### src/inc/i2c_frame_pkg.sv
// Constants, state codes and the checksum function of the framed I2C register target.
// Assumes one core clock and a bus that is sampled, never used as a clock.
package i2c_frame_pkg;

  // Control word layout, first byte on the wire holds bits 23..16
  localparam int CW_DIR_BIT = 23;
  localparam int CW_CRC_BIT = 22;
  localparam int CW_LEN_LSB = 20;
  localparam int CW_SEC_LSB = 16;
  localparam int CW_PAGE_LSB = 12;
  localparam int CW_OFFSET_LSB = 0;
  localparam int ADDR_W = 20;
  localparam int DATA_W = 32;

  // Payload length codes and byte counts
  localparam logic [1:0] LEN_16 = 2'h0;
  localparam logic [1:0] LEN_32 = 2'h1;
  localparam logic [1:0] LEN_64 = 2'h2;
  localparam logic [1:0] LEN_RSVD = 2'h3;
  localparam logic [3:0] BYTES_16 = 4'h2;
  localparam logic [3:0] BYTES_32 = 4'h4;
  localparam logic [3:0] BYTES_64 = 4'h8;
  localparam logic [3:0] BYTE_IDX_MAX = 4'hf;
  localparam logic [3:0] CTRL_LAST_IDX = 4'h2;

  // Second word of a 64-bit access sits this far above the first
  localparam logic [ADDR_W-1:0] WORD_STEP = 20'h0_0002;

  // Checksum: x^8+x^2+x+1, preset to all ones
  localparam logic [7:0] CRC_POLY = 8'h07;
  localparam logic [7:0] CRC_INIT = 8'hff;

  // Bit counter marks within one nine-clock byte slot
  localparam logic [3:0] BIT_ACK = 4'h8;
  localparam logic [3:0] BIT_DONE = 4'h9;
  localparam logic [3:0] BIT_LAST = 4'h7;

  // Reset values
  localparam logic [23:0] CTRL_RST = 24'h00_0000;
  localparam logic [63:0] DATA_RST = 64'h0000_0000_0000_0000;

  typedef enum logic [6:0] {
    ST_IDLE    = 7'h01,
    ST_ADDR    = 7'h02,
    ST_CTRL    = 7'h04,
    ST_WDATA   = 7'h08,
    ST_WAIT_RS = 7'h10,
    ST_RDATA   = 7'h20,
    ST_IGNORE  = 7'h40
  } xfer_state_e;

  function automatic logic [7:0] crc8_byte(input logic [7:0] crc, input logic [7:0] data);
    logic [7:0] c;
    c = crc ^ data;
    for (int i = 0; i < 8; i++) begin
      c = c[7] ? ((c << 1) ^ CRC_POLY) : (c << 1);
    end
    return c;
  endfunction

  function automatic logic [3:0] bytes_for(input logic [1:0] code);
    logic [3:0] n;
    n = BYTES_16;
    case (code)
      LEN_32: n = BYTES_32;
      LEN_64: n = BYTES_64;
      default: n = BYTES_16;
    endcase
    return n;
  endfunction

endpackage

### src/i2c_framed_register_access.sv
// I2C target that carries framed register reads and writes with an optional checksum.
// Assumes SCL and SDA arrive asynchronously and are far slower than clk; the register
// side answers a read request before the last bit of the read address byte has been received.
module i2c_framed_register_access
  import i2c_frame_pkg::*;
(
  input wire logic clk,
  input wire logic rst,
  input wire logic scl_in,
  input wire logic sda_in,
  output logic sda_out,
  output logic sda_oe,
  input wire logic [6:0] own_address,
  output logic wr_valid,
  input wire logic wr_ready,
  output logic [ADDR_W-1:0] wr_addr,
  output logic [DATA_W-1:0] wr_data,
  output logic rd_req,
  input wire logic rd_ack,
  output logic [ADDR_W-1:0] rd_addr,
  input wire logic [DATA_W-1:0] rd_data,
  output logic write_discarded,
  output logic busy
);

  localparam int ENTRY_W = ADDR_W + DATA_W;

  logic scl_m_r, scl_s_r, scl_q_r;
  logic sda_m_r, sda_s_r, sda_q_r;
  logic scl_rise, scl_fall, start_ev, stop_ev;
  logic [3:0] bit_cnt_r;
  logic [7:0] shift_r;
  logic sda_oe_r;
  logic byte_done, ack_rise, tx_active;
  logic [7:0] rx_byte;
  xfer_state_e state_r;
  logic [23:0] ctrl_r, ctrl_full;
  logic [3:0] byte_idx_r, tx_idx_r, tx_idx_nxt, nbytes;
  logic [63:0] data_r, rdata_r;
  logic [7:0] crc_r, rx_crc_r, tx_r;
  logic armed_r, ack_en_r, commit_r, discard_r, rd_start_r, busy_r;
  logic crc_en, write_ok, commit_busy;
  logic [ADDR_W-1:0] ctrl_addr;
  logic [1:0] stage_left_r;
  logic stage_sel_r, push, pop, fifo_ready;
  logic [ENTRY_W-1:0] stage_entry, slot0_r, slot1_r;
  logic v0_r, v1_r;
  logic rd_req_r, fetch_sel_r, fetch_two_r;
  logic [ADDR_W-1:0] rd_addr_r;

  //////////////////////////////////////////////////////////////////////////////////////
  // Pin synchronisers and bus events

  always_ff @(posedge clk or posedge rst) begin
    if (rst) begin
      scl_m_r <= 1'b1;
      scl_s_r <= 1'b1;
      scl_q_r <= 1'b1;
      sda_m_r <= 1'b1;
      sda_s_r <= 1'b1;
      sda_q_r <= 1'b1;
    end else begin
      scl_m_r <= scl_in;
      scl_s_r <= scl_m_r;
      scl_q_r <= scl_s_r;
      sda_m_r <= sda_in;
      sda_s_r <= sda_m_r;
      sda_q_r <= sda_s_r;
    end
  end

  assign scl_rise = scl_s_r & ~scl_q_r;
  assign scl_fall = ~scl_s_r & scl_q_r;
  // SDA moving while SCL stays high is a start or a stop
  assign start_ev = scl_s_r & scl_q_r & sda_q_r & ~sda_s_r;
  assign stop_ev = scl_s_r & scl_q_r & ~sda_q_r & sda_s_r;

  //////////////////////////////////////////////////////////////////////////////////////
  // Bit engine: shifts bytes in, drives acknowledge and read data

  assign tx_active = (state_r == ST_RDATA);
  assign byte_done = scl_rise & (bit_cnt_r == BIT_LAST) & ~tx_active;
  assign ack_rise = scl_rise & (bit_cnt_r == BIT_ACK);
  assign rx_byte = {shift_r[6:0], sda_s_r};

  always_ff @(posedge clk or posedge rst) begin
    if (rst) begin
      bit_cnt_r <= 4'h0;
      shift_r <= 8'h00;
      sda_oe_r <= 1'b0;
    end else if (start_ev || stop_ev) begin
      bit_cnt_r <= 4'h0;
      sda_oe_r <= 1'b0;
    end else if (scl_rise) begin
      if (bit_cnt_r < BIT_ACK) begin
        shift_r <= rx_byte;
      end
      if (bit_cnt_r < BIT_DONE) begin
        bit_cnt_r <= bit_cnt_r + 4'h1;
      end
    end else if (scl_fall) begin
      if (bit_cnt_r == BIT_ACK) begin
        // Acknowledge slot; during a read the controller owns it
        sda_oe_r <= ack_en_r;
      end else if (bit_cnt_r == BIT_DONE) begin
        bit_cnt_r <= 4'h0;
        sda_oe_r <= tx_active & ~tx_r[7];
      end else if (tx_active && bit_cnt_r != 4'h0) begin
        // Open drain: a zero bit pulls the line, a one releases it
        sda_oe_r <= ~tx_r[~bit_cnt_r[2:0]];
      end
    end
  end

  assign sda_oe = sda_oe_r;
  assign sda_out = 1'b0;

  //////////////////////////////////////////////////////////////////////////////////////
  // Transaction sequencer

  assign ctrl_full = {ctrl_r[15:0], rx_byte};
  assign crc_en = ctrl_r[CW_CRC_BIT];
  assign nbytes = bytes_for(ctrl_r[CW_LEN_LSB +: 2]);
  // Address is section, page and offset concatenated
  assign ctrl_addr = {ctrl_r[CW_SEC_LSB +: 4], ctrl_r[CW_PAGE_LSB +: 4],
                      ctrl_r[CW_OFFSET_LSB +: 12]};
  assign tx_idx_nxt = tx_idx_r + 4'h1;
  // Byte count must match exactly and, when the checksum is enabled, the checksum must agree
  assign write_ok = crc_en ? ((byte_idx_r == nbytes + 4'h1) && (rx_crc_r == crc_r))
                           : (byte_idx_r == nbytes);
  // A new write is refused while the previous one is still being staged into the two-entry buffer
  assign commit_busy = commit_r | (stage_left_r != 2'h0);

  always_ff @(posedge clk or posedge rst) begin
    if (rst) begin
      state_r <= ST_IDLE;
      ctrl_r <= CTRL_RST;
      byte_idx_r <= 4'h0;
      tx_idx_r <= 4'h0;
      data_r <= DATA_RST;
      crc_r <= CRC_INIT;
      rx_crc_r <= 8'h00;
      tx_r <= 8'hff;
      armed_r <= 1'b0;
      ack_en_r <= 1'b0;
      commit_r <= 1'b0;
      discard_r <= 1'b0;
      rd_start_r <= 1'b0;
    end else begin
      commit_r <= 1'b0;
      discard_r <= 1'b0;
      rd_start_r <= 1'b0;
      if (start_ev) begin
        // A read may follow either a repeated start or a stop then start
        armed_r <= (state_r == ST_WAIT_RS);
        state_r <= ST_ADDR;
        ack_en_r <= 1'b0;
      end else if (stop_ev) begin
        ack_en_r <= 1'b0;
        if (state_r == ST_WDATA) begin
          // Only a stop closes a write; an early start drops it
          commit_r <= write_ok;
          discard_r <= ~write_ok;
        end
        state_r <= (state_r == ST_WAIT_RS) ? ST_WAIT_RS : ST_IDLE;
      end else if (ack_rise) begin
        ack_en_r <= 1'b0;
        // Our own acknowledge of the read address must not advance the byte pointer
        if (state_r == ST_RDATA && !ack_en_r) begin
          if (sda_s_r) begin
            state_r <= ST_IGNORE;
          end else if (tx_idx_nxt < nbytes) begin
            tx_r <= rdata_r[{tx_idx_nxt[2:0], 3'h0} +: 8];
            crc_r <= crc8_byte(crc_r, rdata_r[{tx_idx_nxt[2:0], 3'h0} +: 8]);
            tx_idx_r <= tx_idx_nxt;
          end else if (tx_idx_nxt == nbytes && crc_en) begin
            tx_r <= crc_r;
            tx_idx_r <= tx_idx_nxt;
          end else begin
            state_r <= ST_IGNORE;
          end
        end
      end else if (byte_done) begin
        case (state_r)
          ST_ADDR: begin
            if (rx_byte[7:1] != own_address) begin
              state_r <= ST_IGNORE;
            end else if (!rx_byte[0]) begin
              if (commit_busy) begin
                state_r <= ST_IGNORE;
              end else begin
                ack_en_r <= 1'b1;
                state_r <= ST_CTRL;
                byte_idx_r <= 4'h0;
                crc_r <= crc8_byte(CRC_INIT, rx_byte);
              end
            end else if (armed_r) begin
              ack_en_r <= 1'b1;
              state_r <= ST_RDATA;
              tx_idx_r <= 4'h0;
              tx_r <= rdata_r[7:0];
              crc_r <= crc8_byte(crc8_byte(crc_r, rx_byte), rdata_r[7:0]);
            end else begin
              state_r <= ST_IGNORE;
            end
          end
          ST_CTRL: begin
            ctrl_r <= ctrl_full;
            crc_r <= crc8_byte(crc_r, rx_byte);
            byte_idx_r <= byte_idx_r + 4'h1;
            ack_en_r <= 1'b1;
            if (byte_idx_r == CTRL_LAST_IDX) begin
              byte_idx_r <= 4'h0;
              data_r <= DATA_RST;
              if (ctrl_full[CW_LEN_LSB +: 2] == LEN_RSVD) begin
                // Reserved length: refuse the last control byte
                ack_en_r <= 1'b0;
                state_r <= ST_IGNORE;
              end else if (ctrl_full[CW_DIR_BIT]) begin
                rd_start_r <= 1'b1;
                state_r <= ST_WAIT_RS;
              end else begin
                state_r <= ST_WDATA;
              end
            end
          end
          ST_WDATA: begin
            ack_en_r <= 1'b1;
            if (byte_idx_r != BYTE_IDX_MAX) begin
              byte_idx_r <= byte_idx_r + 4'h1;
            end
            if (byte_idx_r < nbytes) begin
              data_r[{byte_idx_r[2:0], 3'h0} +: 8] <= rx_byte;
              crc_r <= crc8_byte(crc_r, rx_byte);
            end else if (byte_idx_r == nbytes) begin
              rx_crc_r <= rx_byte;
            end
          end
          default: begin
          end
        endcase
      end
    end
  end

  always_ff @(posedge clk or posedge rst) begin
    if (rst) begin
      busy_r <= 1'b0;
    end else begin
      busy_r <= (state_r != ST_IDLE) && (state_r != ST_IGNORE);
    end
  end

  assign busy = busy_r;
  assign write_discarded = discard_r;

  //////////////////////////////////////////////////////////////////////////////////////
  // Write staging: a committed frame becomes one or two word writes

  assign stage_entry = stage_sel_r ? {ctrl_addr + WORD_STEP, data_r[63:32]}
                                   : {ctrl_addr, data_r[31:0]};
  assign push = (stage_left_r != 2'h0) & fifo_ready;

  always_ff @(posedge clk or posedge rst) begin
    if (rst) begin
      stage_left_r <= 2'h0;
      stage_sel_r <= 1'b0;
    end else if (commit_r) begin
      stage_left_r <= (ctrl_r[CW_LEN_LSB +: 2] == LEN_64) ? 2'h2 : 2'h1;
      stage_sel_r <= 1'b0;
    end else if (push) begin
      stage_left_r <= stage_left_r - 2'h1;
      stage_sel_r <= 1'b1;
    end
  end

  //////////////////////////////////////////////////////////////////////////////////////
  // Two-entry buffer toward the register side

  assign fifo_ready = ~v1_r;
  assign pop = v0_r & wr_ready;

  always_ff @(posedge clk or posedge rst) begin
    if (rst) begin
      v0_r <= 1'b0;
      v1_r <= 1'b0;
      slot0_r <= '0;
      slot1_r <= '0;
    end else begin
      case ({push, pop})
        2'b10: begin
          if (!v0_r) begin
            slot0_r <= stage_entry;
            v0_r <= 1'b1;
          end else begin
            slot1_r <= stage_entry;
            v1_r <= 1'b1;
          end
        end
        2'b01: begin
          slot0_r <= slot1_r;
          v0_r <= v1_r;
          v1_r <= 1'b0;
        end
        2'b11: begin
          if (v1_r) begin
            slot0_r <= slot1_r;
            slot1_r <= stage_entry;
          end else begin
            slot0_r <= stage_entry;
          end
        end
        default: begin
        end
      endcase
    end
  end

  assign wr_valid = v0_r;
  assign wr_addr = slot0_r[ENTRY_W-1:DATA_W];
  assign wr_data = slot0_r[DATA_W-1:0];

  //////////////////////////////////////////////////////////////////////////////////////
  // Read prefetch: words are fetched as soon as the control word is in,
  // because the bus is not stretched while waiting for them

  always_ff @(posedge clk or posedge rst) begin
    if (rst) begin
      rd_req_r <= 1'b0;
      rd_addr_r <= '0;
      fetch_sel_r <= 1'b0;
      fetch_two_r <= 1'b0;
      rdata_r <= DATA_RST;
    end else if (rd_start_r) begin
      rd_req_r <= 1'b1;
      rd_addr_r <= ctrl_addr;
      fetch_sel_r <= 1'b0;
      fetch_two_r <= (ctrl_r[CW_LEN_LSB +: 2] == LEN_64);
      rdata_r <= DATA_RST;
    end else if (rd_req_r && rd_ack) begin
      if (fetch_sel_r) begin
        rdata_r[63:32] <= rd_data;
      end else begin
        rdata_r[31:0] <= rd_data;
      end
      if (!fetch_sel_r && fetch_two_r) begin
        fetch_sel_r <= 1'b1;
        rd_addr_r <= rd_addr_r + WORD_STEP;
      end else begin
        rd_req_r <= 1'b0;
      end
    end
  end

  assign rd_req = rd_req_r;
  assign rd_addr = rd_addr_r;

endmodule

### config.mk
export PLATFORM = sky130hd
export DESIGN_NAME = i2c_framed_register_access
export DESIGN_NICKNAME = d
export VERILOG_FILES = /design/src/inc/i2c_frame_pkg.sv /design/src/i2c_framed_register_access.sv
export SDC_FILE = /design/constraint.sdc
export NUM_CORES = 1
export LEC_CHECK = 0
export BUFFER_PORTS_ARGS = -buffer_cell sky130_fd_sc_hd__buf_4
export CAP_MARGIN = 20
export CORE_MARGIN = 1.5
export CORE_UTILIZATION = 26
export DETAILED_ROUTE_END_ITERATION = 7
export PLACE_DENSITY_LB_ADDON = 0.25
export SETUP_SLACK_MARGIN = 0.2
export SYNTH_ARGS = -nofsm -noshare
export SYNTH_HDL_FRONTEND = slang
export SYNTH_SLANG_ARGS = --single-unit
### constraint.sdc
create_clock -name clk -period 14.08 [get_ports clk]
set_input_delay 1.408 -clock clk [delete_from_list [all_inputs] [get_ports clk]]
set_output_delay 1.408 -clock clk [all_outputs]
set_load 0.01 [all_outputs]
==> report_table.html, run 1 <==
<table>
<tr><th>Metric</th><th>Value</th></tr>
<tr><th colspan="2">Outcome</th></tr>
<tr><td>Outcome</td><td>finished, final reports clean</td></tr>
<tr><th colspan="2">Floorplanning</th></tr>
<tr><td>Core area</td><td>68300 sq um</td></tr>
<tr><td>Initial core utilization</td><td>26.2%</td></tr>
<tr><td>IO Count</td><td>123</td></tr>
<tr><td>Die area</td><td>70500 sq um</td></tr>
<tr><td>Width of the die</td><td>265 um</td></tr>
<tr><td>Die Height</td><td>265 um</td></tr>
<tr><td>Number of standard-cell rows in the floorplan</td><td>96</td></tr>
<tr><th colspan="2">Detailed routing</th></tr>
<tr><td>Routed wire per std cell</td><td>17.7 um</td></tr>
<tr><td>Via-per-instance ratio</td><td>4.82</td></tr>
<tr><td>Via total after detailed routing</td><td>13438</td></tr>
<tr><td>Number of iterations in the first detailed-routing pass</td><td>5</td></tr>
<tr><td>Number of design rule violations left after detail routing</td><td>0</td></tr>
<tr><td>Routed WL</td><td>49.4 mm</td></tr>
<tr><td>DRC violation total after the first TritonRoute iteration</td><td>818</td></tr>
<tr><td>Remaining antenna violation count after routing</td><td>0</td></tr>
<tr><th colspan="2">Cells and area</th></tr>
<tr><td>Final Instance Area</td><td>21100 sq um</td></tr>
<tr><td>Multi-input logic area</td><td>8650 sq um</td></tr>
<tr><td>Filler Cells Inserted</td><td>7019</td></tr>
<tr><td>Total Nets Final</td><td>1948</td></tr>
<tr><td>Fraction of final layout cells with drive strength greater than 1</td><td>16.3%</td></tr>
<tr><td>Number of diodes</td><td>0</td></tr>
<tr><td>Syn-to-layout area delta</td><td>17.8%</td></tr>
<tr><td>Util after Layout</td><td>30.9%</td></tr>
<tr><td>Area taken by flip-flops and latches</td><td>8690 sq um</td></tr>
<tr><td>Post-layout instance count excluding filler cells</td><td>2787</td></tr>
<tr><th colspan="2">Placed design</th></tr>
<tr><td>Hpwl dp</td><td>33.3 mm</td></tr>
<tr><td>Number of buffers inserted by port buffering</td><td>121</td></tr>
<tr><td>Instance area at placement</td><td>19700 sq um</td></tr>
<tr><td>Number of instances in the placed design</td><td>2709</td></tr>
<tr><td>Final weighted congestion in routability-driven placement</td><td>0.823</td></tr>
<tr><th colspan="2">Timing</th></tr>
<tr><td>Relative slew slack</td><td>28.7%</td></tr>
<tr><td>Fmax achieved</td><td>235 MHz</td></tr>
<tr><td>Slew at the pin closest to its max-slew limit</td><td>1.06 ns</td></tr>
<tr><td>Setup TNS Final</td><td>0 ns</td></tr>
<tr><td>Final setup fails</td><td>0</td></tr>
<tr><td>Setup repair after global routing missed its margin</td><td>false</td></tr>
<tr><td>Post-layout minimum cycle time</td><td>4.25 ns</td></tr>
<tr><td>Fin Clk Skew</td><td>0.0262 ns</td></tr>
<tr><td>Total count of max-transition violations in the final report</td><td>0</td></tr>
<tr><td>Period Utilization, post-route</td><td>30.2%</td></tr>
<tr><td>Final Hold Vio Count</td><td>0</td></tr>
<tr><th colspan="2">Global routing</th></tr>
<tr><td>Most used routing layer</td><td>met2</td></tr>
<tr><td>GR Overflow Total</td><td>0</td></tr>
<tr><td>Number of antenna violations at the first check in global routing</td><td>0</td></tr>
<tr><td>GR met2 Demand/Resource</td><td>23.0%</td></tr>
<tr><td>First-pass GRT wire length</td><td>79.3 mm</td></tr>
<tr><td>Via count of the first global-routing pass</td><td>13554</td></tr>
<tr><td>Global Route met1 Usage</td><td>19.3%</td></tr>
<tr><td>Maximum number of pins on one net before global-route repair</td><td>154</td></tr>
<tr><td>Total track usage</td><td>14.0%</td></tr>
<tr><td>Met3 routing resource usage after global routing</td><td>2.06%</td></tr>
<tr><th colspan="2">Setup path</th></tr>
<tr><td>Arrival time reported for the critical path endpoint</td><td>4.71 ns</td></tr>
<tr><td>Path type of the worst setup path</td><td>reg -&gt; reg</td></tr>
<tr><td>Worst-path maximum fanout</td><td>50</td></tr>
<tr><td>Delay of the slowest critical-path stage</td><td>0.50 ns</td></tr>
<tr><td>Worst path required time</td><td>14.54 ns</td></tr>
<tr><td>CP cell instances</td><td>buf_4 -&gt; ha_1 -&gt; xnor2_4 -&gt; buf_4 -&gt; clkinv_2 -&gt; ha_1 -&gt; nor2b_1 -&gt; o21ai_0 -&gt; a22oi_1 -&gt; o41ai_2 -&gt; nand3_1 -&gt; or2_1 -&gt; mux2_2</td></tr>
<tr><td>Endpoint class of the critical path</td><td>flop</td></tr>
<tr><td>Startpoint Class</td><td>flop</td></tr>
<tr><td>Critical-path cell with the highest stage delay</td><td>or2_1</td></tr>
<tr><th colspan="2">Power</th></tr>
<tr><td>Cell area power density</td><td>122 nW/um^2</td></tr>
<tr><td>Total chip power</td><td>0.00257 W</td></tr>
<tr><td>VDD IR max</td><td>67.3 uV</td></tr>
<tr><td>Leakage power</td><td>8.79 nW</td></tr>
<tr><th colspan="2">Synth</th></tr>
<tr><td>Portion of the post-synthesis area used by sequential elements</td><td>48.5%</td></tr>
<tr><td>Cells after synthesis</td><td>1808</td></tr>
<tr><td>Distinct cell type count of the synthesized netlist</td><td>78</td></tr>
<tr><td>Combinational family with the most area after synthesis</td><td>compound AO/OA/AOI/OAI gates</td></tr>
<tr><td>Total nets after synthesis</td><td>1883</td></tr>
<tr><td>Post-synthesis share of cell area spent on full adders, half adders and majority gates</td><td>2.10%</td></tr>
<tr><td>Post-synthesis mux area share</td><td>7.05%</td></tr>
<tr><td>Simple-gate area share of the yosys netlist</td><td>15.4%</td></tr>
<tr><td>Total of warnings raised by yosys</td><td>0</td></tr>
<tr><td>Post-Syn Area per Cell</td><td>9.91 sq um</td></tr>
<tr><td>Fraction of synthesis flops using an asynchronous set or reset pin</td><td>100%</td></tr>
<tr><td>Count of flip-flops with a built-in enable after synthesis</td><td>0</td></tr>
<tr><td>Synth Area in Compound Gates</td><td>15.9%</td></tr>
<tr><td>Predominant post-synthesis flop cell</td><td>dfrtp_1</td></tr>
<tr><td>Synthesized area</td><td>17900 sq um</td></tr>
<tr><td>Flip-flop and latch count after synthesis</td><td>346</td></tr>
<tr><td>Xor/xnor share of the synthesized area</td><td>7.64%</td></tr>
<tr><th colspan="2">CTS</th></tr>
<tr><td>CTS Buffer Depth</td><td>3</td></tr>
<tr><td>Post-CTS setup buffers</td><td>0</td></tr>
<tr><td>Clock tree root buffer cell</td><td>clkbuf_16</td></tr>
<tr><td>TritonCTS buffer count</td><td>43</td></tr>
<tr><td>H-tree Lvls</td><td>2</td></tr>
<tr><td>Clock latency of the later-clocked register in the worst-skew pair</td><td>0.58 ns</td></tr>
<tr><td>Hold-fix buffers, CTS</td><td>0</td></tr>
<tr><td>Number of gates given a new drive strength after cts</td><td>0</td></tr>
<tr><td>Clock edge transition at the registers on the reported setup and hold paths</td><td>0.06 ns</td></tr>
<tr><td>CTS tree</td><td>built</td></tr>
<tr><td>Total clock sinks</td><td>346</td></tr>
<tr><th colspan="2">Job</th></tr>
<tr><td>Number of violations of the max-capacitance limit</td><td>0</td></tr>
<tr><th colspan="2">Worst hold path</th></tr>
<tr><td>Class of the most critical hold timing path</td><td>reg -&gt; reg</td></tr>
</table>
==> placed cells by master, fill, tap and decap left out, types with 42 or more instances in the layout <==
| cell | netlist | layout |
|---|---|---|
| mux2i_1 | 62 | 62 |
| nand2_1 | 194 | 194 |
| a22o_1 | 66 | 66 |
| nor2_1 | 183 | 180 |
| xnor2_1 | 68 | 68 |
| o21ai_0 | 82 | 82 |
| clkbuf_16 | 0 | 44 |
| dfrtp_1 | 323 | 321 |
| xor2_1 | 48 | 48 |
| nand2b_1 | 42 | 42 |
| buf_4 | 2 | 142 |
| a21oi_1 | 169 | 169 |
| mux2_2 | 46 | 46 |
==> state kept, by name (all words and copies together) (netlist names), 2 cells and up <==
name	flops
state_r	7
rd_addr	20
ctrl_r	23
tx_r	8
rx_crc_r	8
slot1_r	52
crc_r	8
shift_r	7
data_r	64
byte_idx_r	4
stage_left_r	2
rdata_r	64
tx_idx_r	4
slot0_r	52
bit_cnt_r	4
==> cell type report <==
cell class,count,share of cell area (%)
flip-flops and latches,346,41.2
multi-input cells,1309,41.0
clock buffers,63,5.89
repair buffers,144,5.28
well taps,882,5.23
clock inverters,14,0.889
inverters,29,0.557
==> path summary, 6_finish.rpt <==
check	start	to	cells past startpoint	slack [ns]
setup / recovery	tx_idx_r[0]$_DFFE_PP0P_	tx_idx_r[0]$_DFFE_PP0P_	13	9.83
hold / removal	scl_m_r$_DFF_PP1_	scl_s_r$_DFF_PP1_	0	0.36
setup reg to reg	tx_idx_r[0]$_DFFE_PP0P_	tx_idx_r[0]$_DFFE_PP0P_	13	9.83
hold reg to reg	scl_m_r$_DFF_PP1_	scl_s_r$_DFF_PP1_	0	0.36
max in group asynchronous	rst	write_discarded$_DFF_PP0_	3	11.66
min in group asynchronous	rst	slot0_r[43]$_DFFE_PP0P_	2	1.01
==> layer usage <==
layer / wire [um] / up-vias
met5: 0 / -
met4: 925 / 0
met3: 1830 / 61
met2: 23100 / 243
met1: 23500 / 6671
li1: - / 6463
==> power breakdown <==
part	leakage [nW]	switching [W]	internal (W)	total, W
sequential	4.38	0.0000272	0.00101	0.00103
combinational	3.71	0.000229	0.000178	0.000407
clock	0.702	0.000447	0.000684	0.00113
==> synth_stat cells (3+ instances only) <==
cell type / n / share of area [%]
a211oi_1: 6 / 0.25
a21o_1: 12 / 0.50
a21oi_1: 169 / 4.7
a22o_1: 66 / 3.2
a22oi_1: 4 / 0.17
a2bb2oi_1: 41 / 2.0
a31oi_1: 9 / 0.31
and2_1: 5 / 0.17
and3_1: 12 / 0.42
and4_1: 4 / 0.20
buf_1: 11 / 0.23
buf_2: 16 / 0.45
clkbuf_1: 94 / 2.0
dfrtp_1: 323 / 45
dfstp_2: 23 / 3.4
ha_1: 30 / 2.1
inv_1: 27 / 0.57
mux2_1: 3 / 0.19
mux2_2: 46 / 2.9
mux2i_1: 62 / 3.5
mux4_2: 4 / 0.50
nand2_1: 194 / 4.1
nand2b_1: 42 / 1.5
nand3_1: 30 / 0.84
nand3b_1: 12 / 0.50
nand4_1: 19 / 0.66
nand4b_1: 4 / 0.20
nor2_1: 183 / 3.8
nor2b_1: 14 / 0.49
nor3_1: 23 / 0.64
nor3b_1: 22 / 0.92
nor4_1: 4 / 0.14
o211ai_1: 3 / 0.13
o21a_1: 6 / 0.25
o21ai_0: 82 / 2.3
o21ai_1: 12 / 0.34
o22ai_1: 5 / 0.17
o31ai_1: 4 / 0.17
or2_1: 3 / 0.10
or2_2: 4 / 0.14
or3_1: 4 / 0.14
xnor2_1: 68 / 3.3
xnor3_1: 8 / 1.0
xor2_1: 48 / 2.3
xor2_2: 4 / 0.36
==> per-stage QoR <==
| stage | hold WS [ns] | setup slack [ns] |
|---|---|---|
| 6_report | 0.357 | 9.83 |
| 5_1_grt | 0.359 | 9.45 |
| 4_1_cts | 0.359 | 9.80 |
| 3_5_place_dp | 0.349 | 9.77 |
| 3_3_place_gp | 0.352 | 9.85 |
| 2_1_floorplan | 0.345 | 3.12 |
==> critical path, delay by kind of cell (launching register included) <==
kind | cells | cell delay (ns)
AO/OA/AOI/OAI | 3 | 0.66
XOR/XNOR | 1 | 0.14
adder cells (fa/ha/maj) | 2 | 0.74
buffers and inverters | 3 | 1.09
flip-flops | 1 | 0.33
multiplexers | 1 | 0.37
AND/OR/NAND/NOR | 3 | 0.80
==> cells by family (layout without fill, tap and decap cells) <==
| logic type | count (synthesis) | after routing |
|---|---|---|
| AND/OR/NAND/NOR | 587 | 587 |
| buffers and inverters | 153 | 250 |
| AO/OA/AOI/OAI | 443 | 443 |
| other | 1 | 1 |
| adder cells (fa/ha/maj) | 30 | 30 |
| XOR/XNOR | 133 | 133 |
| flip-flops | 346 | 346 |
| multiplexers | 115 | 115 |
No activity file was read; power rests on OpenSTA's default activity.
==> run 2: changes to the inputs <==
==> constraint.sdc (replaced) <==
create_clock -name clk -period 3.8 [get_ports clk]
set_input_delay 0.38 -clock clk [delete_from_list [all_inputs] [get_ports clk]]
set_output_delay 0.38 -clock clk [all_outputs]
set_load 0.01 [all_outputs]
==> run 2 against run 1 <==
First-iteration DRC count increased by 3.3%. Core utilization increased by 0.13 points. Clock-buffer cell count decreased by 4. Clock power increased to 3.6 times the previous value. Worst hold slack got worse by 0.29 ns. Worst setup slack got worse by 9.3 ns. Maximum frequency increased by 28%. Sequential cell count unchanged.
==> report_table.html, run 2 (synthesized netlist as in run 1, its figures left out) <==
<table>
<tr><th>Metric</th><th>Value</th></tr>
<tr><th colspan="2">Outcome</th></tr>
<tr><td>Outcome</td><td>finished, final reports clean</td></tr>
<tr><th colspan="2">Worst hold path</th></tr>
<tr><td>Class of the most critical hold timing path</td><td>in -&gt; reg</td></tr>
<tr><th colspan="2">Placed design</th></tr>
<tr><td>Number of buffers inserted by port buffering</td><td>121 (unchanged)</td></tr>
<tr><td>Hpwl dp</td><td>33.4 mm (+0.37%)</td></tr>
<tr><td>Instance area at placement</td><td>19800 sq um (+0.68%)</td></tr>
<tr><td>Worst slack at placement</td><td>0.475 ns (-9.29 ns)</td></tr>
<tr><td>Final weighted congestion in routability-driven placement</td><td>0.813 (-1.1%)</td></tr>
<tr><td>Number of instances in the placed design</td><td>2719 (+0.37%)</td></tr>
<tr><th colspan="2">Global routing</th></tr>
<tr><td>GR Overflow Total</td><td>0 (unchanged)</td></tr>
<tr><td>First-pass GRT wire length</td><td>78.8 mm (-0.62%)</td></tr>
<tr><td>Number of antenna violations at the first check in global routing</td><td>1 (+1)</td></tr>
<tr><td>Maximum number of pins on one net before global-route repair</td><td>106 (-31%)</td></tr>
<tr><td>Via count of the first global-routing pass</td><td>13512 (-0.31%)</td></tr>
<tr><td>Total track usage</td><td>13.9% (-0.12 points)</td></tr>
<tr><th colspan="2">Detailed routing</th></tr>
<tr><td>Via-per-instance ratio</td><td>4.82 (about the same)</td></tr>
<tr><td>Routed metal-1 wirelength</td><td>23.1 mm (-2.0%)</td></tr>
<tr><td>Number of iterations in the first detailed-routing pass</td><td>5 (unchanged)</td></tr>
<tr><td>Routed wire per std cell</td><td>17.5 um (-1.1%)</td></tr>
<tr><td>Via total after detailed routing</td><td>13462 (+0.18%)</td></tr>
<tr><td>DRC violation total after the first TritonRoute iteration</td><td>845 (+3.3%)</td></tr>
<tr><td>Routed length on met3</td><td>2.10 mm (+15%)</td></tr>
<tr><td>Remaining antenna violation count after routing</td><td>0 (unchanged)</td></tr>
<tr><td>Number of design rule violations left after detail routing</td><td>0 (unchanged)</td></tr>
<tr><td>WL met2</td><td>23.0 mm (-0.33%)</td></tr>
<tr><td>Routed WL</td><td>48.9 mm (-0.92%)</td></tr>
<tr><td>Highest signal layer in the routed design</td><td>met4</td></tr>
<tr><th colspan="2">Timing</th></tr>
<tr><td>Fin Clk Skew</td><td>0.0276 ns (+0.00135 ns)</td></tr>
<tr><td>Relative slew slack</td><td>31.6% (+2.9 points)</td></tr>
<tr><td>Fmax achieved</td><td>302 MHz (+28%)</td></tr>
<tr><td>Total count of max-transition violations in the final report</td><td>0 (unchanged)</td></tr>
<tr><td>Setup repair after global routing missed its margin</td><td>false</td></tr>
<tr><td>Period Utilization, post-route</td><td>87.2% (+57 points)</td></tr>
<tr><td>Slew at the pin closest to its max-slew limit</td><td>1.02 ns (-0.0366 ns)</td></tr>
<tr><td>Post-layout minimum cycle time</td><td>3.32 ns (-0.936 ns)</td></tr>
<tr><td>Final Hold Vio Count</td><td>0 (unchanged)</td></tr>
<tr><td>Least setup slack across all paths after layout</td><td>0.485 ns (-9.34 ns)</td></tr>
<tr><td>Setup TNS Final</td><td>0 ns (unchanged)</td></tr>
<tr><td>Final setup fails</td><td>0 (unchanged)</td></tr>
<tr><th colspan="2">Cells and area</th></tr>
<tr><td>Total Nets Final</td><td>1959 (+0.56%)</td></tr>
<tr><td>Multi-input logic area</td><td>8650 sq um (unchanged)</td></tr>
<tr><td>Commonest non-fill, non-tap cell in the layout</td><td>dfrtp_1</td></tr>
<tr><td>Filler Cells Inserted</td><td>7004 (-0.21%)</td></tr>
<tr><td>Syn-to-layout area delta</td><td>18.3%</td></tr>
<tr><td>Post-layout instance count excluding filler cells</td><td>2793 (+0.22%)</td></tr>
<tr><td>Number of diodes</td><td>0 (unchanged)</td></tr>
<tr><td>Fraction of final layout cells with drive strength greater than 1</td><td>16.6% (+0.37 points)</td></tr>
<tr><td>Final Instance Area</td><td>21200 sq um (+0.41%)</td></tr>
<tr><td>Area taken by flip-flops and latches</td><td>8690 sq um (unchanged)</td></tr>
<tr><td>Largest registers</td><td>data_r: 64 flops, rdata_r: 64 flops</td></tr>
<tr><td>Most frequent cells in the layout</td><td>dfrtp_1 (321), nand2_1 (194), nor2_1 (180), a21oi_1 (169), buf_4 (147)</td></tr>
<tr><th colspan="2">CTS</th></tr>
<tr><td>Clock tree root buffer cell</td><td>clkbuf_16</td></tr>
<tr><td>Clock edge transition at the registers on the reported setup and hold paths</td><td>0.06 ns (about the same)</td></tr>
<tr><td>H-tree Lvls</td><td>2 (unchanged)</td></tr>
<tr><td>CTS tree</td><td>built</td></tr>
<tr><td>CTS Buffer Depth</td><td>3 (unchanged)</td></tr>
<tr><td>Post-CTS setup buffers</td><td>0 (unchanged)</td></tr>
<tr><td>Clock latency of the later-clocked register in the worst-skew pair</td><td>0.57 ns (about the same)</td></tr>
<tr><td>TritonCTS buffer count</td><td>42 (-2.3%)</td></tr>
<tr><td>Total clock sinks</td><td>346 (unchanged)</td></tr>
<tr><th colspan="2">Setup path</th></tr>
<tr><td>Startpoint Class</td><td>flop</td></tr>
<tr><td>Most common cell on crit path</td><td>ha_1</td></tr>
<tr><td>Critical path depth</td><td>11 (-2)</td></tr>
<tr><td>Critical-path cell with the highest stage delay</td><td>or2_2</td></tr>
<tr><td>Worst-path maximum fanout</td><td>18 (-64%)</td></tr>
<tr><td>Worst R2R Start</td><td>tx_idx_r[1]$_DFFE_PP0P_</td></tr>
<tr><td>Category of cells accounting for the largest share of critical-path delay</td><td>simple AND/OR/NAND/NOR gates</td></tr>
<tr><td>Count of buffer and inverter cells on the critical path</td><td>1 (-2)</td></tr>
<tr><td>Worst path required time</td><td>4.28 ns (-10.26 ns)</td></tr>
<tr><td>Critical path endpoint</td><td>tx_r[3]$_DFFE_PP1P_</td></tr>
<tr><td>Endpoint class of the critical path</td><td>flop</td></tr>
<tr><td>Arrival time reported for the critical path endpoint</td><td>3.80 ns (-0.91 ns)</td></tr>
<tr><td>Source of the critical timing path</td><td>tx_idx_r[1]$_DFFE_PP0P_</td></tr>
<tr><td>Capturing point of the worst reg2reg path</td><td>tx_r[3]$_DFFE_PP1P_</td></tr>
<tr><td>Path type of the worst setup path</td><td>reg -&gt; reg</td></tr>
<tr><td>Register-to-register path setup slack</td><td>0.48 ns (-9.34 ns)</td></tr>
<tr><td>Number of cells on the worst reg-to-reg path</td><td>11 (-2)</td></tr>
<tr><td>Delay of the slowest critical-path stage</td><td>0.47 ns (-0.03 ns)</td></tr>
<tr><td>CP cell instances</td><td>ha_1 -&gt; xnor2_4 -&gt; clkinv_2 -&gt; ha_1 -&gt; nor2b_1 -&gt; o21ai_0 -&gt; a22oi_1 -&gt; o41ai_2 -&gt; nand3_1 -&gt; or2_2 -&gt; mux2_1</td></tr>
<tr><th colspan="2">Power</th></tr>
<tr><td>VDD IR max</td><td>264 uV (+290%)</td></tr>
<tr><td>Leakage power</td><td>8.82 nW (+0.39%)</td></tr>
<tr><td>Cell area power density</td><td>442 nW/um^2 (+260%)</td></tr>
<tr><th colspan="2">Floorplanning</th></tr>
<tr><td>Number of standard-cell rows in the floorplan</td><td>96 (unchanged)</td></tr>
<tr><td>Width of the die</td><td>265 um (unchanged)</td></tr>
<tr><td>IO Count</td><td>123 (unchanged)</td></tr>
<tr><td>Core area</td><td>68300 sq um (unchanged)</td></tr>
<tr><td>Die Height</td><td>265 um (unchanged)</td></tr>
<tr><td>Initial core utilization</td><td>26.2% (unchanged)</td></tr>
<tr><td>Die area</td><td>70500 sq um (unchanged)</td></tr>
<tr><th colspan="2">Job</th></tr>
<tr><td>Number of violations of the max-capacitance limit</td><td>0 (unchanged)</td></tr>
</table>
-- run 2: changes by cell type in the layout (fill, tap and decap cells not counted), moves of 2 or more --
cell,previous run,this run
buf_4,142,147
clkinv_2,8,6
clkbuf_1,12,8
dlygate4sd3_1,0,3
buf_12,1,6
-- run 2: how the worst min path moves through the flow --
stage | from | endpoint | slack, ns | depth (start not counted)
floorplan | scl_m_r$_DFF_PP1_ | scl_s_r$_DFF_PP1_ | 0.35 | 0
global placement | sda_m_r$_DFF_PP1_ | sda_s_r$_DFF_PP1_ | 0.35 | 0
detailed placement | sda_m_r$_DFF_PP1_ | sda_s_r$_DFF_PP1_ | 0.35 | 0
CTS | rd_data[8] | rdata_r[40]$_DFFE_PP0P_ | 0.04 | 3
global route | rd_data[12] | rdata_r[44]$_DFFE_PP0P_ | 0.05 | 3
finish | rd_data[10] | rdata_r[42]$_DFFE_PP0P_ | 0.07 | 3
-- run 2: power by group --
group	internal, W	leakage (nW)	total [W]	switching [W]
logic	0.000670	3.77	0.00145	0.000780
clock network	0.00243	0.677	0.00406	0.00163
registers	0.00373	4.38	0.00387	0.000139
-- run 2: area by class of cell --
type | count | share of cell area (%)
Clock buffer | 59 | 5.74
Clock inverter | 12 | 0.773
Inverter | 29 | 0.537
Multi-Input combinational cell | 1309 | 40.8
Sequential cell | 346 | 41.0
Tap cell | 882 | 5.21
Timing Repair Buffer | 156 | 5.91
-- run 2: tightest hold or removal path, cell delays in order --
cell and delay, ns:
buf_4 0.11, nand2_1 0.05, a21oi_1 0.05
-- run 2: routing by layer --
metal  vias to the layer above  GRT usage [%]
met5                         -              0
met4                         0           3.03
met3                        51           2.21
met2                       266           22.6
met1                      6681           19.4
li1                       6464              -
-- run 2: repair_timing --
item | CTS | global route
hold buffers | 3 | 0
endpoints found under the setup margin | 0 | 3
hold endpoints to repair | 26 | 0
resized for setup | 0 | 1
-- run 2: per-stage QoR --
stage | utilization (%) | total power (W) | hold WS (ns)
after floorplan | - | 0.00499 | 0.345
after global placement | 28.9 | 0.00539 | 0.349
after detailed placement | 28.9 | 0.00539 | 0.350
after CTS | 31.0 | 0.00953 | 0.0407
after global routing | 31.0 | 0.00981 | 0.0517
final | 31.0 | 0.00938 | 0.0678
==> run 3: changes to the inputs <==
--- a/config.mk
+++ b/config.mk
@@ -10,7 +10,7 @@
 export CORE_MARGIN = 1.5
 export CORE_UTILIZATION = 26
 export DETAILED_ROUTE_END_ITERATION = 7
-export PLACE_DENSITY_LB_ADDON = 0.25
+export PLACE_DENSITY = 0.53
 export SETUP_SLACK_MARGIN = 0.2
 export SYNTH_ARGS = -nofsm -noshare
 export SYNTH_HDL_FRONTEND = slang
==> run 3 against run 2 <==
Die area unchanged. Register-to-register slack worse by 0.03 ns. Highest routed layer unchanged. Final cell count up 0.18%. First-iteration DRC count up 20%. Core utilization up 0.059 points. Critical path type unchanged. Critical endpoint is now crc_r[3]$_DFFE_PP1P_.
==> report_table.html, run 3 (synthesized netlist as in run 1, its figures left out) <==
<table>
<tr><th>Metric</th><th>Value</th></tr>
<tr><th colspan="2">Outcome</th></tr>
<tr><td>Outcome</td><td>finished, final reports clean</td></tr>
<tr><th colspan="2">Global routing</th></tr>
<tr><td>Global Route met1 Usage</td><td>19.3% (-0.19 points)</td></tr>
<tr><td>Most used routing layer</td><td>met2</td></tr>
<tr><td>Via count of the first global-routing pass</td><td>13226 (-2.1%)</td></tr>
<tr><td>Maximum number of pins on one net before global-route repair</td><td>106 (unchanged)</td></tr>
<tr><td>First-pass GRT wire length</td><td>77.4 mm (-1.8%)</td></tr>
<tr><td>Total track usage</td><td>13.7% (-0.18 points)</td></tr>
<tr><td>Met3 routing resource usage after global routing</td><td>2.05% (-0.17 points)</td></tr>
<tr><td>GR Overflow Total</td><td>0 (unchanged)</td></tr>
<tr><td>Number of antenna violations at the first check in global routing</td><td>0 (-1)</td></tr>
<tr><td>GR met2 Demand/Resource</td><td>22.1% (-0.42 points)</td></tr>
<tr><th colspan="2">CTS</th></tr>
<tr><td>Clock latency of the later-clocked register in the worst-skew pair</td><td>0.57 ns (about the same)</td></tr>
<tr><td>Clock tree root buffer cell</td><td>clkbuf_16</td></tr>
<tr><td>CTS Buffer Depth</td><td>3 (unchanged)</td></tr>
<tr><td>H-tree Lvls</td><td>2 (unchanged)</td></tr>
<tr><td>CTS tree</td><td>built</td></tr>
<tr><td>Clock edge transition at the registers on the reported setup and hold paths</td><td>0.06 ns (about the same)</td></tr>
<tr><td>TritonCTS buffer count</td><td>41 (-2.4%)</td></tr>
<tr><td>Total clock sinks</td><td>346 (unchanged)</td></tr>
<tr><th colspan="2">Setup path</th></tr>
<tr><td>Worst-path maximum fanout</td><td>12 (-6)</td></tr>
<tr><td>Register-to-register path setup slack</td><td>0.45 ns (-0.03 ns)</td></tr>
<tr><td>Capturing point of the worst reg2reg path</td><td>crc_r[3]$_DFFE_PP1P_</td></tr>
<tr><td>Path type of the worst setup path</td><td>reg -&gt; reg</td></tr>
<tr><td>Number of cells on the worst reg-to-reg path</td><td>8 (-3)</td></tr>
<tr><td>Endpoint class of the critical path</td><td>flop</td></tr>
<tr><td>Arrival time reported for the critical path endpoint</td><td>3.84 ns (+0.04 ns)</td></tr>
<tr><td>Startpoint Class</td><td>flop</td></tr>
<tr><td>Worst R2R Start</td><td>shift_r[1]$_DFFE_PP0P_</td></tr>
<tr><td>Worst path required time</td><td>4.30 ns (+0.02 ns)</td></tr>
<tr><th colspan="2">Detailed routing</th></tr>
<tr><td>DRC violation total after the first TritonRoute iteration</td><td>1015 (+20%)</td></tr>
<tr><td>Via-per-instance ratio</td><td>4.82 (about the same)</td></tr>
<tr><td>Number of iterations in the first detailed-routing pass</td><td>5 (unchanged)</td></tr>
<tr><td>Remaining antenna violation count after routing</td><td>0 (unchanged)</td></tr>
<tr><td>Routed wire per std cell</td><td>17.4 um (-0.45%)</td></tr>
<tr><td>Via total after detailed routing</td><td>13476 (+0.10%)</td></tr>
<tr><td>Routed WL</td><td>48.8 mm (-0.27%)</td></tr>
<tr><td>Number of design rule violations left after detail routing</td><td>0 (unchanged)</td></tr>
<tr><th colspan="2">Timing</th></tr>
<tr><td>Slew at the pin closest to its max-slew limit</td><td>0.974 ns (-0.0490 ns)</td></tr>
<tr><td>Post-layout minimum cycle time</td><td>3.35 ns (+0.0332 ns)</td></tr>
<tr><td>Setup repair after global routing missed its margin</td><td>false</td></tr>
<tr><td>Final Hold Vio Count</td><td>0 (unchanged)</td></tr>
<tr><td>Setup TNS Final</td><td>0 ns (unchanged)</td></tr>
<tr><td>Total count of max-transition violations in the final report</td><td>0 (unchanged)</td></tr>
<tr><td>Fin Clk Skew</td><td>0.0363 ns (+0.00874 ns)</td></tr>
<tr><td>Final setup fails</td><td>0 (unchanged)</td></tr>
<tr><td>Period Utilization, post-route</td><td>88.1% (+0.87 points)</td></tr>
<tr><td>Fmax achieved</td><td>299 MHz (-0.99%)</td></tr>
<tr><td>Fin Hold WS</td><td>0.0589 ns (-0.00892 ns)</td></tr>
<tr><td>Relative slew slack</td><td>35.1% (+3.4 points)</td></tr>
<tr><th colspan="2">Power</th></tr>
<tr><td>Cell area power density</td><td>442 nW/um^2 (-0.18%)</td></tr>
<tr><td>Leakage power</td><td>8.84 nW (+0.22%)</td></tr>
<tr><td>Fraction of power consumed by the clock network</td><td>43.2% (about the same)</td></tr>
<tr><td>Switching power as a share of total power</td><td>27.6% (+0.38 points)</td></tr>
<tr><td>Net switching component of the power</td><td>0.00258 W (+1.4%)</td></tr>
<tr><td>Int Power</td><td>0.00679 W (-0.51%)</td></tr>
<tr><td>VDD IR max</td><td>271 uV (+2.5%)</td></tr>
<tr><td>Register share of total power</td><td>41.4% (+0.2 points)</td></tr>
<tr><td>Combinational fraction of design power</td><td>15.4% (about the same)</td></tr>
<tr><th colspan="2">Cells and area</th></tr>
<tr><td>Number of diodes</td><td>0 (unchanged)</td></tr>
<tr><td>Largest registers</td><td>data_r: 64 flops, rdata_r: 64 flops</td></tr>
<tr><td>Total Nets Final</td><td>1960 (+0.051%)</td></tr>
<tr><td>Most frequent cells in the layout</td><td>dfrtp_1 (321), nand2_1 (194), nor2_1 (180), a21oi_1 (169), buf_4 (148)</td></tr>
<tr><td>Filler Cells Inserted</td><td>6952 (-0.74%)</td></tr>
<tr><td>Fraction of final layout cells with drive strength greater than 1</td><td>16.8% (+0.17 points)</td></tr>
<tr><td>Final Instance Area</td><td>21200 sq um (+0.19%)</td></tr>
<tr><td>Util after Layout</td><td>31.1% (+0.059 points)</td></tr>
<tr><td>Commonest non-fill, non-tap cell in the layout</td><td>dfrtp_1</td></tr>
<tr><td>Syn-to-layout area delta</td><td>18.5%</td></tr>
<tr><th colspan="2">Placed design</th></tr>
<tr><td>Final weighted congestion in routability-driven placement</td><td>0.824 (+1.3%)</td></tr>
<tr><td>Number of buffers inserted by port buffering</td><td>121 (unchanged)</td></tr>
<tr><td>Instance area at placement</td><td>19800 sq um (about the same)</td></tr>
<tr><td>Hpwl dp</td><td>33.7 mm (+0.87%)</td></tr>
<tr><th colspan="2">Worst hold path</th></tr>
<tr><td>Hold Crit Start</td><td>rd_data[20]</td></tr>
<tr><td>Endpoint of the worst hold-timing path</td><td>rdata_r[52]$_DFFE_PP0P_</td></tr>
<tr><td>Class of the most critical hold timing path</td><td>in -&gt; reg</td></tr>
<tr><td>Hold Path Cell Cnt</td><td>3 (unchanged)</td></tr>
<tr><th colspan="2">Floorplanning</th></tr>
<tr><td>Number of standard-cell rows in the floorplan</td><td>96 (unchanged)</td></tr>
<tr><td>Core area</td><td>68300 sq um (unchanged)</td></tr>
<tr><td>Die area</td><td>70500 sq um (unchanged)</td></tr>
<tr><td>Initial core utilization</td><td>26.2% (unchanged)</td></tr>
<tr><td>Die Height</td><td>265 um (unchanged)</td></tr>
<tr><td>IO Count</td><td>123 (unchanged)</td></tr>
<tr><td>Width of the die</td><td>265 um (unchanged)</td></tr>
<tr><th colspan="2">Job</th></tr>
<tr><td>Number of violations of the max-capacitance limit</td><td>0 (unchanged)</td></tr>
</table>
## run 3: cell types whose count changed in the layout (fill, tap and decap cells not counted), sizes merged
cell,change
clkinv,+2
clkbuf,+1
buf,+2
## run 3: worst max-delay path by stage
stage                                 start                    to  slack (ns)  cells after the start
detailed placement   shift_r[1]$_DFFE_PP0P_  crc_r[3]$_DFFE_PP1P_        0.48                      8
global route        tx_idx_r[0]$_DFFE_PP0P_   tx_r[2]$_DFFE_PP1P_        0.24                     12
global placement     shift_r[1]$_DFFE_PP0P_  crc_r[3]$_DFFE_PP1P_        0.43                      8
finish               shift_r[1]$_DFFE_PP0P_  crc_r[3]$_DFFE_PP1P_        0.45                      8
CTS                  shift_r[1]$_DFFE_PP0P_  crc_r[3]$_DFFE_PP1P_        0.43                      8
floorplan                               rst  ack_en_r$_DFFE_PP0P_       -1.19                      1
## run 3: metrics by stage
stage	worst slack, ns	total power (W)	cells
after global placement	0.430	0.00537	2720
after detailed placement	0.476	0.00538	2720
after global routing	0.236	0.00979	2798
final	0.451	0.00938	2798
after CTS	0.431	0.00950	2796
after floorplan	-1.19	0.00499	1808
## run 3: worst max-delay path, cell delays in order (launching register included)
cell and delay [ns]:
dfrtp_1 0.76, xor2_1 0.58, xnor3_1 0.47, xor2_2 0.23, xor2_1 0.27, xnor3_1 0.26
a311oi_1 0.43, o22ai_1 0.14, a21oi_1 0.14
## run 3: final cells by class
cell class | instances | area (sq um) | area share [%]
repair buffers | 158 | 1280 | 6.03
clock buffers | 60 | 1200 | 5.64
flip-flops and latches | 346 | 8690 | 40.9
inverters | 29 | 114 | 0.536
multi-input cells | 1309 | 8650 | 40.8
clock inverters | 14 | 195 | 0.919
well taps | 882 | 1100 | 5.20
## run 3: layer usage
metal,wire length [um],share of wire [%]
met2,22700,47
met1,23200,48
met3,2070,4.2
met4,776,1.6
met5,0,0
## run 3: power by group through the flow
stage | Clock, W | Combinational [W] | Sequential [W]
3_5_place_dp | 0 | 0.00143 | 0.00395
6_report | 0.00405 | 0.00145 | 0.00388
4_1_cts | 0.00418 | 0.00144 | 0.00388
3_3_place_gp | 0 | 0.00141 | 0.00396
2_1_floorplan | 0 | 0.00117 | 0.00382
5_1_grt | 0.00432 | 0.00158 | 0.00389
## run 3: timing repair
item | in CTS | in global routing
endpoints found under the hold margin | 2 | 13
setup buffers | 0 | 0
setup endpoints to repair | 0 | 1
hold buffers | 2 | 1
gates resized for setup | 0 | 1
